==> config.mk <==
export PLATFORM = sky130hd
export DESIGN_NAME = pfc_flow_cfg
export DESIGN_NICKNAME = d
export VERILOG_FILES = /design/src/hw/pfc_flow_cfg.v /design/src/hw/pfc_strap_field.v /design/src/hw/pfc_fc_resolve.v
export VERILOG_INCLUDE_DIRS = /design/src /design/src/hw
export SDC_FILE = /design/constraint.sdc
export NUM_CORES = 1
export LEC_CHECK = 0
export BUFFER_PORTS_ARGS = -buffer_cell sky130_fd_sc_hd__buf_2
export CORE_MARGIN = 2
export CORE_UTILIZATION = 35
export DETAILED_ROUTE_END_ITERATION = 10
export GPL_ROUTABILITY_DRIVEN = 0
export PLACE_DENSITY_LB_ADDON = 0.25
export SLEW_MARGIN = 20
export SYNTH_ARGS = -nofsm -noshare
export SYNTH_HDL_FRONTEND = slang
export SYNTH_SLANG_ARGS = --single-unit
==> constraint.sdc <==
create_clock -name hclk -period 1.49 [get_ports hclk]
set_input_delay 0.2235 -clock hclk [delete_from_list [all_inputs] [get_ports hclk]]
set_output_delay 0.2235 -clock hclk [all_outputs]
set_load 0.05 [all_outputs]
==> src/hw/pfc_regs.vh <==
// Register map, field positions, reset values and bus codes for the
// port 2 flow-control configuration block. Definitions only.
`ifndef PFC_REGS_VH
`define PFC_REGS_VH

// Byte offset of the port 2 flow-control register
`define PFC_FLOW_CFG_OFFSET 12'h1a4
`define PFC_ADDR_W 12

// Field positions
`define PFC_BIT_MANUAL_SEL 0
`define PFC_BIT_TX_EN 1
`define PFC_BIT_RX_EN 2
`define PFC_BIT_CUR_TX 3
`define PFC_BIT_CUR_RX 4
`define PFC_BIT_CUR_DUP 5
`define PFC_BIT_BP_EN 6
`define PFC_RSVD_W 25

// Values held while reset is asserted, before the straps are taken
`define PFC_RST_BIT 1'h0
`define PFC_RST_WORD 32'h0000_0000

// Bus codes
`define PFC_HTRANS_NONSEQ 2'h2
`define PFC_HSIZE_WORD 3'h2
`define PFC_HRESP_OKAY 1'h0

`endif

==> src/hw/pfc_flow_cfg.v <==
// Port 2 flow-control configuration and status register, AHB-Lite slave.
// Assumes straps stay stable across reset release, and that negotiation
// results and duplex come from the port in the hclk domain.
//
// Functional notes
// - bit 6 turns half-duplex backpressure on
// - bit 5 reads resolved duplex, 1 half
// - bit 4 reads pause receive active
// - bit 3 reads pause transmit active
// - bit 2 manual pause receive enable
// - bit 1 manual pause transmit enable
// - select 0, negotiation on: negotiated result in full duplex
// - select 0, negotiation off: manual bits in full duplex
// - select 1: manual bits in full duplex
// - reads show the settings in force
// - writes never touch PHY advertisement
// - writable defaults come from reset straps
// - EEPROM reload updates the strap fields
// - status defaults combine several straps
`timescale 1ns/100ps
`default_nettype none
`include "pfc_regs.vh"
module pfc_flow_cfg #(
	parameter ADDR_W = `PFC_ADDR_W
) (
	input wire hclk,
	input wire hresetn,
	// AHB-Lite slave
	input wire hsel,
	input wire [ADDR_W-1:0] haddr,
	input wire [1:0] htrans,
	input wire hwrite,
	input wire [2:0] hsize,
	input wire hready,
	input wire [31:0] hwdata,
	output reg hreadyout_ff,
	output reg hresp_ff,
	output reg [31:0] hrdata_ff,
	// Configuration straps
	input wire backpressure_default_strap,
	input wire pause_default_strap,
	input wire manual_select_default_strap,
	input wire duplex_half_default_strap,
	input wire autoneg_default_strap,
	// EEPROM loader rewrite of the strap values
	input wire eeprom_strap_load,
	input wire eeprom_backpressure_strap,
	input wire eeprom_pause_strap,
	input wire eeprom_manual_select_strap,
	input wire eeprom_duplex_half_strap,
	input wire eeprom_autoneg_strap,
	// Live port state
	input wire link_up,
	input wire autoneg_enable,
	input wire port_duplex_half,
	input wire an_pause_transmit,
	input wire an_pause_receive,
	// Settings in force, to the port MAC
	output reg backpressure_active_ff,
	output reg pause_transmit_active_ff,
	output reg pause_receive_active_ff,
	output reg duplex_half_active_ff
);

	// Strap capture after reset release
	reg strap_taken_ff;
	wire strap_load;
	reg src_bp;
	reg src_pause;
	reg src_manual;
	reg src_dup;
	reg src_an;

	// Bus data-phase state
	reg wr_pend_ff;
	wire addr_phase;
	wire reg_hit;
	wire wr_now;

	// Address decode parts
	wire addr_match;
	wire size_word;

	// Write data fields
	wire wr_bp_val;
	wire wr_rx_val;
	wire wr_tx_val;
	wire wr_manual_val;

	// Register fields
	wire backpressure_enable;
	wire manual_pause_select;
	wire [1:0] pause_en_q;
	wire pause_transmit_enable;
	wire pause_receive_enable;

	// Status bits
	reg resolved_duplex_status_ff;
	reg active_pause_receive_status_ff;
	reg active_pause_transmit_status_ff;
	reg nxt_dup;
	reg nxt_rx;
	reg nxt_tx;
	wire live_tx;
	wire live_rx;
	wire init_tx;
	wire init_rx;

	// Read path
	reg [6:0] rd_fields;
	reg [31:0] nxt_hrdata;

	// straps taken once
	// Straps must be steady across release; taken at the first edge
	always @(posedge hclk or negedge hresetn) begin
		if (!hresetn) begin
			strap_taken_ff <= `PFC_RST_BIT;
		end else begin
			strap_taken_ff <= 1'h1;
		end
	end

	// EEPROM values
	// Pins feed the first capture only; later loads take the loader's copy
	assign strap_load = !strap_taken_ff || eeprom_strap_load;

	always @* begin
		if (strap_taken_ff) begin
			src_bp = eeprom_backpressure_strap;
			src_pause = eeprom_pause_strap;
			src_manual = eeprom_manual_select_strap;
			src_dup = eeprom_duplex_half_strap;
			src_an = eeprom_autoneg_strap;
		end else begin
			src_bp = backpressure_default_strap;
			src_pause = pause_default_strap;
			src_manual = manual_select_default_strap;
			src_dup = duplex_half_default_strap;
			src_an = autoneg_default_strap;
		end
	end

	// Address phase decode
	assign addr_phase = hsel && hready && (htrans == `PFC_HTRANS_NONSEQ);
	assign addr_match = (haddr == `PFC_FLOW_CFG_OFFSET);
	assign size_word = (hsize == `PFC_HSIZE_WORD);
	assign reg_hit = addr_match && size_word;

	// Write held over into its data phase
	always @(posedge hclk or negedge hresetn) begin
		if (!hresetn) begin
			wr_pend_ff <= `PFC_RST_BIT;
		end else begin
			wr_pend_ff <= addr_phase && hwrite && reg_hit;
		end
	end

	// No wait states
	always @(posedge hclk or negedge hresetn) begin
		if (!hresetn) begin
			hreadyout_ff <= `PFC_RST_BIT;
		end else begin
			hreadyout_ff <= 1'h1;
		end
	end

	// Every transfer, mapped or not, ends OKAY
	always @(posedge hclk or negedge hresetn) begin
		if (!hresetn) begin
			hresp_ff <= `PFC_HRESP_OKAY;
		end else begin
			hresp_ff <= `PFC_HRESP_OKAY;
		end
	end

	// only writable bits kept
	// Bits 5..3 are status and take no write
	assign wr_now = wr_pend_ff;
	assign wr_bp_val = hwdata[`PFC_BIT_BP_EN];
	assign wr_rx_val = hwdata[`PFC_BIT_RX_EN];
	assign wr_tx_val = hwdata[`PFC_BIT_TX_EN];
	assign wr_manual_val = hwdata[`PFC_BIT_MANUAL_SEL];

	pfc_strap_field #(
		.W(1)
	) u_bp_field (
		.clk(hclk),
		.rst_n(hresetn),
		.load(strap_load),
		.load_val(src_bp),
		.wr(wr_now),
		.wr_val(wr_bp_val),
		.q_ff(backpressure_enable)
	);

	pfc_strap_field #(
		.W(2)
	) u_pause_field (
		.clk(hclk),
		.rst_n(hresetn),
		.load(strap_load),
		.load_val({src_pause, src_pause}),
		.wr(wr_now),
		.wr_val({wr_rx_val, wr_tx_val}),
		.q_ff(pause_en_q)
	);

	assign pause_receive_enable = pause_en_q[1];
	assign pause_transmit_enable = pause_en_q[0];

	pfc_strap_field #(
		.W(1)
	) u_manual_field (
		.clk(hclk),
		.rst_n(hresetn),
		.load(strap_load),
		.load_val(src_manual),
		.wr(wr_now),
		.wr_val(wr_manual_val),
		.q_ff(manual_pause_select)
	);

	pfc_fc_resolve u_live_resolve (
		.manual_sel(manual_pause_select),
		.an_enable(autoneg_enable),
		.duplex_half(port_duplex_half),
		.man_tx(pause_transmit_enable),
		.man_rx(pause_receive_enable),
		.an_tx(an_pause_transmit),
		.an_rx(an_pause_receive),
		.tx_on(live_tx),
		.rx_on(live_rx)
	);

	// status from strap mix
	// One pause strap feeds both paths, so they cannot disagree
	pfc_fc_resolve u_init_resolve (
		.manual_sel(src_manual),
		.an_enable(src_an),
		.duplex_half(src_dup),
		.man_tx(src_pause),
		.man_rx(src_pause),
		.an_tx(src_pause),
		.an_rx(src_pause),
		.tx_on(init_tx),
		.rx_on(init_rx)
	);

	// A reload restarts the status from the new straps
	// Strap-derived status holds until the link reports
	always @* begin
		nxt_dup = resolved_duplex_status_ff;
		nxt_rx = active_pause_receive_status_ff;
		nxt_tx = active_pause_transmit_status_ff;
		if (strap_load) begin
			nxt_dup = src_dup;
			nxt_rx = init_rx;
			nxt_tx = init_tx;
		end else if (link_up) begin
			nxt_dup = port_duplex_half;
			nxt_rx = live_rx;
			nxt_tx = live_tx;
		end
	end

	always @(posedge hclk or negedge hresetn) begin
		if (!hresetn) begin
			resolved_duplex_status_ff <= `PFC_RST_BIT;
			active_pause_receive_status_ff <= `PFC_RST_BIT;
			active_pause_transmit_status_ff <= `PFC_RST_BIT;
		end else begin
			resolved_duplex_status_ff <= nxt_dup;
			active_pause_receive_status_ff <= nxt_rx;
			active_pause_transmit_status_ff <= nxt_tx;
		end
	end

	// backpressure in force, one cycle after the field
	always @(posedge hclk or negedge hresetn) begin
		if (!hresetn) begin
			backpressure_active_ff <= `PFC_RST_BIT;
		end else begin
			backpressure_active_ff <= backpressure_enable;
		end
	end

	// pause and duplex in force mirror the status bits
	always @(posedge hclk or negedge hresetn) begin
		if (!hresetn) begin
			pause_transmit_active_ff <= `PFC_RST_BIT;
			pause_receive_active_ff <= `PFC_RST_BIT;
			duplex_half_active_ff <= `PFC_RST_BIT;
		end else begin
			pause_transmit_active_ff <= nxt_tx;
			pause_receive_active_ff <= nxt_rx;
			duplex_half_active_ff <= nxt_dup;
		end
	end

	// read back, forwarding a write in its data phase
	// A read right behind a write sees the new fields, or the old ones if a strap load lands in that cycle
	always @* begin
		rd_fields = 7'h00;
		rd_fields[`PFC_BIT_BP_EN] = backpressure_enable;
		rd_fields[`PFC_BIT_CUR_DUP] = resolved_duplex_status_ff;
		rd_fields[`PFC_BIT_CUR_RX] = active_pause_receive_status_ff;
		rd_fields[`PFC_BIT_CUR_TX] = active_pause_transmit_status_ff;
		rd_fields[`PFC_BIT_RX_EN] = pause_receive_enable;
		rd_fields[`PFC_BIT_TX_EN] = pause_transmit_enable;
		rd_fields[`PFC_BIT_MANUAL_SEL] = manual_pause_select;
		if (wr_now && !strap_load) begin
			rd_fields[`PFC_BIT_BP_EN] = wr_bp_val;
			rd_fields[`PFC_BIT_RX_EN] = wr_rx_val;
			rd_fields[`PFC_BIT_TX_EN] = wr_tx_val;
			rd_fields[`PFC_BIT_MANUAL_SEL] = wr_manual_val;
		end
	end

	always @* begin
		nxt_hrdata = hrdata_ff;
		if (addr_phase && !hwrite) begin
			nxt_hrdata = reg_hit ? {{`PFC_RSVD_W{1'h0}}, rd_fields} : `PFC_RST_WORD;
		end
	end

	// Read data stands until the next read
	always @(posedge hclk or negedge hresetn) begin
		if (!hresetn) begin
			hrdata_ff <= `PFC_RST_WORD;
		end else begin
			hrdata_ff <= nxt_hrdata;
		end
	end

	// no path to the PHY advertisement
	// The block has no port toward the PHY's advertisement register,
	// so software writes here cannot change advertised pause ability.

endmodule
`default_nettype wire

==> src/hw/pfc_strap_field.v <==
// Register field loaded from a strap source or by a software write.
// Assumes load and wr are one-cycle strobes in the hclk domain.
`timescale 1ns/100ps
`default_nettype none
module pfc_strap_field #(
	parameter W = 1
) (
	input wire clk,
	input wire rst_n,
	input wire load,
	input wire [W-1:0] load_val,
	input wire wr,
	input wire [W-1:0] wr_val,
	output reg [W-1:0] q_ff
);

	// Strap reload has priority over a same-cycle write
	always @(posedge clk or negedge rst_n) begin
		if (!rst_n) begin
			q_ff <= {W{1'h0}};
		end else if (load) begin
			q_ff <= load_val;
		end else if (wr) begin
			q_ff <= wr_val;
		end
	end

endmodule
`default_nettype wire

==> src/hw/pfc_fc_resolve.v <==
// Combinational resolution of the pause enables in force on a port.
// Assumes all inputs are stable levels in one clock domain.
`timescale 1ns/100ps
`default_nettype none
module pfc_fc_resolve (
	input wire manual_sel,
	input wire an_enable,
	input wire duplex_half,
	input wire man_tx,
	input wire man_rx,
	input wire an_tx,
	input wire an_rx,
	output reg tx_on,
	output reg rx_on
);

	always @* begin
		tx_on = 1'h0;
		rx_on = 1'h0;
		if (!duplex_half) begin
			if (manual_sel || !an_enable) begin
				tx_on = man_tx;
				rx_on = man_rx;
			end else begin
				tx_on = an_tx;
				rx_on = an_rx;
			end
		end
	end

endmodule
`default_nettype wire

# After elaboration in Yosys (flattened, before gate mapping)
# Index checks and enable logic that the tools add are counted.
# W data, S select, Z words.
[word_totals] reg_bits=42 inputBits=70 out_inout_bits=38 elab_cells=52
[op_classes] eq_ne=3 mux=24 reduce_logical=15
[op_table] op="$mux W1" n=20
[op_table] op="$eq A12 B9 Y1 const B" n=1
[op_table] op="$logic_and A1 B1 Y1" n=7
[op_table] op="$mux W7" n=1
[op_table] op="$logic_not A1 Y1" n=4
[op_table] op="$mux W2" n=2
[op_table] op="$reduce_bool A2 Y1" n=2
[op_table] op="$eq A3 B2 Y1 const B" n=1
[op_table] op="$mux W3" n=1
[op_table] op="$eq A2 B2 Y1 const B" n=1
[op_table] op="$logic_or A1 B1 Y1" n=2

# Depth between registers and ports, before layout
# Gate-level depths: netlist (run 1).
[depth] word_depth=6 mapped_depth=5 depth_no_buf=4

# Modules after synthesis
# Synthesis (run 1) repeated with hierarchy kept, for this count alone.
[unflattened] hier_cells=119 area_unflattened_um2=1208.7
[modules_own_cells] mod="pfc_flow_cfg" instances=1 cells_each=89 area_each_um2=908.4
[modules_own_cells] mod="pfc_fc_resolve" instances=2 cells_each=7 area_each_um2=62.6
[modules_own_cells] mod="pfc_strap_field (u_bp_field ...)" instances=2 cells_each=4 area_each_um2=43.8
[modules_own_cells] mod="pfc_strap_field (u_pause_field)" instances=1 cells_each=8 area_each_um2=87.6

# Worst setup path before layout (run 1)
# No wires, ideal clock.
[synth_timing] path_type="flip-flop to flip-flop" start="register hreadyout_ff (netlist name)" end="register pause_receive_active_ff" setup_time_ps=67 t_arrival_ps=1506 slack_ps=-83 path_stages_with_launch=5 path_buffers=1 period_less_slack_ps=1573 cell_sequence="dfrtp_1 > buf_2 > mux2_2 > o22ai_1 > o32a_1"
[synth_rtl] element="to (signal assigned)" line_no="pfc_flow_cfg.v:291" text="pause_receive_active_ff <= `PFC_RST_BIT;"
[synth_rtl] element="to (signal assigned)" line_no="pfc_flow_cfg.v:295" text="pause_receive_active_ff <= nxt_rx;"
[synth_rtl] element="to (decl)" line_no="pfc_flow_cfg.v:61" text="output reg pause_receive_active_ff,"

==> results of run 1 <==
==> synthesized netlist by cell type, drive strengths merged, types with 2 or more instances <==
cell,number
mux2i,9
o21ai,8
nand2,6
nor3,3
a22o,3
dfrtp,17
buf,30
conb,2
mux2,5
nor4b,2
nand2b,2
nor2b,3
o32a,2
==> timing repair <==
action / 4_1_cts / 5_1_grt
setup endpoints to repair: 0 / 0
hold buffers: 1 / 0
gates resized for setup: 0 / 0
endpoints found under the hold margin: 17 / 0
==> logic make-up after synthesis <==
| kind of cell | count (synthesis) |
|---|---|
| buffers and inverters | 31 |
| multiplexers | 14 |
| AND/OR/NAND/NOR | 23 |
| AO/OA/AOI/OAI | 16 |
| other | 2 |
| flip-flops | 17 |
==> per-layer routing <==
metal / vias to the layer above / track usage, % / part of all wire [%]
li1: 410 / - / -
met1: 392 / 15.4 / 42
met2: 40 / 23.2 / 51
met3: 2 / 2.18 / 6.4
met4: 0 / 5.84 / 0.48
met5: - / 0 / 0
==> critical path: stages, from the launching register on <==
cell     delay [ns]
dfrtp_2        0.45
mux2_2         0.37
o22ai_1        0.19
o32a_1         0.19
==> metrics by stage <==
stage / hold WS (ns) / util (%)
CTS: 0.163 / 45.3
floorplan: -0.0721 / -
detailed placement: 0.165 / 44.0
finish: 0.163 / 45.3
global route: 0.143 / 45.3
global placement: 0.164 / 44.0
==> layout make-up <==
type | instances | share of cell area [%]
Multi-Input combinational cell | 80 | 40.1
Sequential cell | 17 | 33.6
Timing Repair Buffer | 52 | 20.9
Tap cell | 31 | 3.05
Clock buffer | 4 | 2.07
Inverter | 1 | 0.296
==> sequential cells by signal, indices dropped and copies added, names as in the netlist <==
signal and count:
backpressure_active_ff 1, u_pause_field.q_ff 2, duplex_half_active_ff 1, hrdata_ff 7, u_manual_field.q_ff 1, u_bp_field.q_ff 1, wr_now 1, pause_transmit_active_ff 1
hreadyout_ff 1, pause_receive_active_ff 1
==> power by group <==
part           total, mW  switching [mW]  internal, mW
sequential         0.505          0.0205         0.485
clock              0.239           0.135         0.104
combinational      0.336           0.250        0.0865
total               1.08           0.406         0.675
==> placed cells by master (no fill, tap or decap), drive strengths merged <==
cell type / Yosys / layout
mux2i: 9 / 9
dlygate4sd3: 0 / 1
o22ai: 1 / 1
a22o: 3 / 3
nand4: 1 / 1
nor2: 1 / 1
nor3: 3 / 3
and4bb: 1 / 1
nor2b: 3 / 3
or2: 1 / 1
buf: 30 / 51
o31a: 1 / 1
clkbuf: 0 / 4
o21ai: 8 / 8
nor4b: 2 / 2
nand4b: 1 / 1
nor3b: 1 / 1
nand2: 6 / 6
nand3b: 1 / 1
o32a: 2 / 2
nand2b: 2 / 2
conb: 2 / 27
dfrtp: 17 / 17
mux2: 5 / 5
a31oi: 1 / 1
inv: 1 / 1
==> how the worst max path moves through the flow <==
stage,startpoint,end,slack (ns),cells after the start
after floorplan,hreadyout_ff$_DFF_PN0_,pause_receive_active_ff$_DFFE_PN0P_,0.06,4
after CTS,hreadyout_ff$_DFF_PN0_,hreadyout_ff,0.23,1
after global placement,htrans[0],hrdata_ff[2]$_DFFE_PN0P_,0.20,5
final,hreadyout_ff$_DFF_PN0_,pause_transmit_active_ff$_DFFE_PN0P_,0.23,3
after detailed placement,htrans[0],hrdata_ff[1]$_DFFE_PN0P_,0.16,5
after global routing,hreadyout_ff$_DFF_PN0_,pause_transmit_active_ff$_DFFE_PN0P_,0.15,4
==> metrics.txt, run 1 <==
r2r setup slk approximately 0.23 ns; Critical Path AT about 1.5 ns; vias in the first global route between 800 and 900; initial antenna violation count 0; RSZ-0062 raised after global routing no; Hold Path Class primary input to register; EDFF count, synth 0; via count 844; Post-synth ARST share 100%; Die X between 50 and 60 µm; area grow syn2layout 19.8%; largest net degree at the start of global routing 18; average cell area after synthesis approximately 10 µm²; hold path cells 2; post-synthesis mux area share around 14%; worst reg2reg path depth 3; gr ovfl total 0; Post-Synth Adder-Cell Area 0%; synthesized cell area 1060 µm²; post-synthesis cell type with the largest combined area dfrtp_1; synthesized flop and latch total 17; Synth Area in XOR/XNOR 0%; Post-Synth Simple-Gate Area between 10 and 15%; NumNets Final roughly 230; drt wl/cell roughly 11 µm; complex-gate fraction of the synthesized area about a tenth; TritonCTS Buffers 3; largest family of logic cells by synthesized area buffers and inverters; Antenna diodes 0; f_max between 700 and 800 MHz; Max Cap Viol 0; Final Max Slew Viols 0; TNS Setup 0 ns; H-tree level count 1; Area contributors post-synth dfrtp_1 (40%), buf_4 (18%), mux2i_1 (8.5%), mux2_2 (5.3%), nor4b_2 (2.8%); insertion delay to the later sink of the worst-skew pair ~0.28 ns; outcome complete, no violations; core area about 2800 µm²; Netlist cell types 26; row cnt 19; Setup crit start kind register; worst vdd ir 0.439 mV; setup slack after layout 0.230 ns; IO Pins around 110; Post-Place Setup Slack 0.159 ns; Initial Util between 30% and 40%; Synth Flop Type dfrtp_1; # DRC 0; Vias per Instance 4.56; clk sinks 17; final wirelength 2080 µm; Final Hold Fails 0; Crit. End Element register; final setup vio count 0; Port-buffer cells around 50; Seq. cell area 427 µm²; Worst Clk Skew approximately 0.0071 ns; pwr/cell area 851 nW/µm²; CP max FO 8; Worst EP required 1.71 ns; Root Buffer clkbuf_4; final total power 1.08 mW; Worst Hold Launch manual_select_default_strap; endpoint of the worst register-to-register path pause_transmit_active_ff$_DFFE_PN0P_; gr usage total 13.1%; dpl hpwl 1810 µm; dpl cell area 1230 µm²; Mapped Cells between 100 and 150; Die H about 59 µm; Yosys top cell area share between 40 and 50%; DR iter-0 viols 14; 1st-pass router iterations 4; share of cells above drive strength 1 between 40% and 50%; Max clock buf depth 2; placed cells 180; Die ar. ~3500 µm²; Setup CP Type register to register; period utilisation layout between 80% and 90%; CTS clk-pin slew, worst paths 0.10 ns; Crit Reg-Reg Startpoint hreadyout_ff$_DFF_PN0_; CTS tree yes; Pleak ~0.68 nW; Hold Path Sink u_manual_field.q_ff$_DFFE_PN0P_; area of the multi-input gates 509 µm²; minimum clock period 1.26 ns; Setup Fix Bufs, Post-CTS 0; global-route wire length before repair 3470 µm; Yosys warning total 0; Final ANT Viol Nets 0; sequential area share after synthesis between 40% and 50%; post-route cell area 1270 µm²; Non-Filler Instances approximately 190; Fillers 294
No activity file was read; power rests on OpenSTA's default activity.
==> inputs of run 2 (changes only) <==
==> constraint.sdc (replaced) <==
create_clock -name hclk -period 1.21 [get_ports hclk]
set_input_delay 0.1815 -clock hclk [delete_from_list [all_inputs] [get_ports hclk]]
set_output_delay 0.1815 -clock hclk [all_outputs]
set_load 0.05 [all_outputs]
==> metrics.txt, run 2 (synthesis results as in run 1) <==
CP max FO 7 (was 8); final setup vio count 0 (unchanged); max reg flops 7 (unchanged); share of cells above drive strength 1 46.8% (was 41.6%); Vias per Instance 4.41 (was 4.56); Antenna diodes 0 (unchanged); setup slack after layout 0.0430 ns (was 0.230 ns); TNS Setup 0 ns (unchanged); final wirelength 2170 µm (was 2080 µm); gr usage total 13.0% (was 13.1%); Hold Path Class primary input to register (unchanged); via count 834 (was 844); worst vdd ir 0.433 mV (was 0.439 mV); cell family with most CP delay flip-flops (unchanged); Max clock buf depth 2 (unchanged); largest net degree at the start of global routing 18 (unchanged); Setup Fix Bufs, Post-CTS 0 (unchanged); biggest regs hrdata_ff x7, u_pause_field.q_ff x2 (unchanged); Crit. End Element output port (was register); Die X 59.0 µm (unchanged); Seq pwr share 45.5% (was 46.7%); f_max 857 MHz; period utilisation layout between 90% and 100%; Top reg by flops hrdata_ff (unchanged); H-tree level count 1 (unchanged); Port-buffer cells 51 (unchanged); Psw 0.522 mW (was 0.406 mW); CP max-delay cell dfrtp_2 (unchanged); most frequent cells in the layout buf_2 (50), conb_1 (27), dfrtp_1 (15) (was buf_2 (51), conb_1 (27), dfrtp_1 (16)); insertion delay to the later sink of the worst-skew pair 0.30 ns (was 0.28 ns); Setup CP Type register to output port (was register to register); RSZ-0062 raised after global routing yes (was no); TritonCTS Buffers 3 (unchanged); most common cell after layout, fill and taps aside buf_2 (unchanged); outcome complete, no violations (unchanged); row cnt 19 (unchanged); WP buf/inv 1 (was 0); dpl hpwl 1880 µm (was 1810 µm); Pleak 0.713 nW (was 0.680 nW); core area 2810 µm² (unchanged); endpoint of the worst register-to-register path hrdata_ff[2]$_DFFE_PN0P_ (was pause_transmit_active_ff$_DFFE_PN0P_); pwr/cell area 1030 nW/µm² (was 851 nW/µm²); final total power 1.36 mW (was 1.08 mW); area grow syn2layout 25.5% (was 19.8%); Max Cap Viol 0 (unchanged); Final ANT Viol Nets 0 (unchanged); Die ar. 3480 µm² (unchanged); Root Buffer clkbuf_4 (unchanged); CTS tree yes (unchanged); Initial Util 37.8% (unchanged); vias in the first global route 815 (unchanged); Die H 59.0 µm (unchanged); hold path cells 3 (was 2); Clock Power Share 22.4% (was 22.1%); clk sinks 17 (unchanged); Crit Reg-Reg Startpoint hreadyout_ff$_DFF_PN0_ (unchanged); Power Internal 0.842 mW (was 0.675 mW); Hold Path Sink wr_now$_DFF_PN0_ (was u_manual_field.q_ff$_DFFE_PN0P_); worst reg2reg path depth 3 (unchanged); Worst Clk Skew 0.00769 ns (was 0.00708 ns); dpl cell area 1280 µm² (was 1230 µm²); drt wl/cell 11.5 µm (was 11.3 µm); gr ovfl total 0 (unchanged); CTS clk-pin slew, worst paths 0.10 ns (about the same); Comb pwr share 32.1% (was 31.1%); global-route wire length before repair 3520 µm (was 3470 µm); minimum clock period 1.17 ns; Final Hold Fails 0 (unchanged); r2r setup slk 0.04 ns (was 0.23 ns); initial antenna violation count 0 (unchanged); post-route cell area 1330 µm² (was 1270 µm²); Final Max Slew Viols 0 (unchanged); Worst EP required 1.03 ns (was 1.71 ns); NumNets Final 229 (was 225); Sw Share 38.3% (was 37.5%); crit path cell chain buf_4 (was mux2_2, o22ai_1, o32a_1); max incr delay on CP 0.48 ns (was 0.45 ns); 1st-pass router iterations 3 (was 4); DR iter-0 viols 14 (unchanged); Setup crit start kind register (unchanged); Critical Path AT 0.99 ns (was 1.48 ns); Worst Hold Launch hwrite (was manual_select_default_strap); Post-Place Setup Slack -0.0749 ns (was 0.159 ns); IO Pins 108 (unchanged); # DRC 0 (unchanged)
-- run 2: layout make-up --
class | count | area [µm²]
fillers | 291 | 1480
multi-input cells | 80 | 534
flip-flops and latches | 17 | 428
repair buffers | 56 | 298
well taps | 31 | 38.8
clock buffers | 3 | 22.5
clock inverters | 1 | 5.00
inverters | 1 | 3.75
-- run 2: timing repair --
action,CTS,global route
hold buffers,1,0
gates resized for setup,3,2
pin swaps,0,0
setup endpoints to repair,3,9
hold endpoints to repair,17,0
-- run 2: metal layers --
| metal | track usage [%] | share of wire, % | vias up | routed length, µm |
|---|---|---|---|---|
| met4 | 5.19 | 1.2 | 0 | 27 |
| met2 | 23.3 | 53 | 38 | 1150 |
| met5 | 0 | 0 | - | 0 |
| met1 | 15.0 | 40 | 376 | 863 |
| met3 | 2.84 | 6.0 | 3 | 131 |
| li1 | - | - | 417 | - |
-- run 2: power groups by stage --
stage	clock network, mW	registers, mW	logic [mW]
finish	0.306	0.620	0.438
CTS	0.322	0.620	0.440
floorplan	0	0.682	0.330
global placement	0	0.629	0.426
detailed placement	0	0.631	0.433
global route	0.344	0.624	0.470
-- run 2: worst max path at each step --
| stage | startpoint | endpoint | slack [ns] | depth (start not counted) |
|---|---|---|---|---|
| final | hreadyout_ff$_DFF_PN0_ | hreadyout_ff | 0.04 | 1 |
| after CTS | wr_now$_DFF_PN0_ | hrdata_ff[2]$_DFFE_PN0P_ | 0.005 | 3 |
| after global routing | u_manual_field.q_ff$_DFFE_PN0P_ | pause_receive_active_ff$_DFFE_PN0P_ | -0.02 | 4 |
| after global placement | haddr[9] | hrdata_ff[6]$_DFFE_PN0P_ | -0.05 | 5 |
| after floorplan | hreadyout_ff$_DFF_PN0_ | duplex_half_active_ff$_DFFE_PN0P_ | -0.13 | 3 |
| after detailed placement | haddr[9] | hrdata_ff[0]$_DFFE_PN0P_ | -0.07 | 5 |
-- run 2: per-stage QoR --
stage          hold slack, ns  utilization, %  cells
5_1_grt                 0.110            47.4    189
4_1_cts                 0.109            47.3    189
6_report                0.113            47.4    189
3_3_place_gp            0.126            45.5    184
3_5_place_dp            0.137            45.5    184
2_1_floorplan          -0.114               -    128
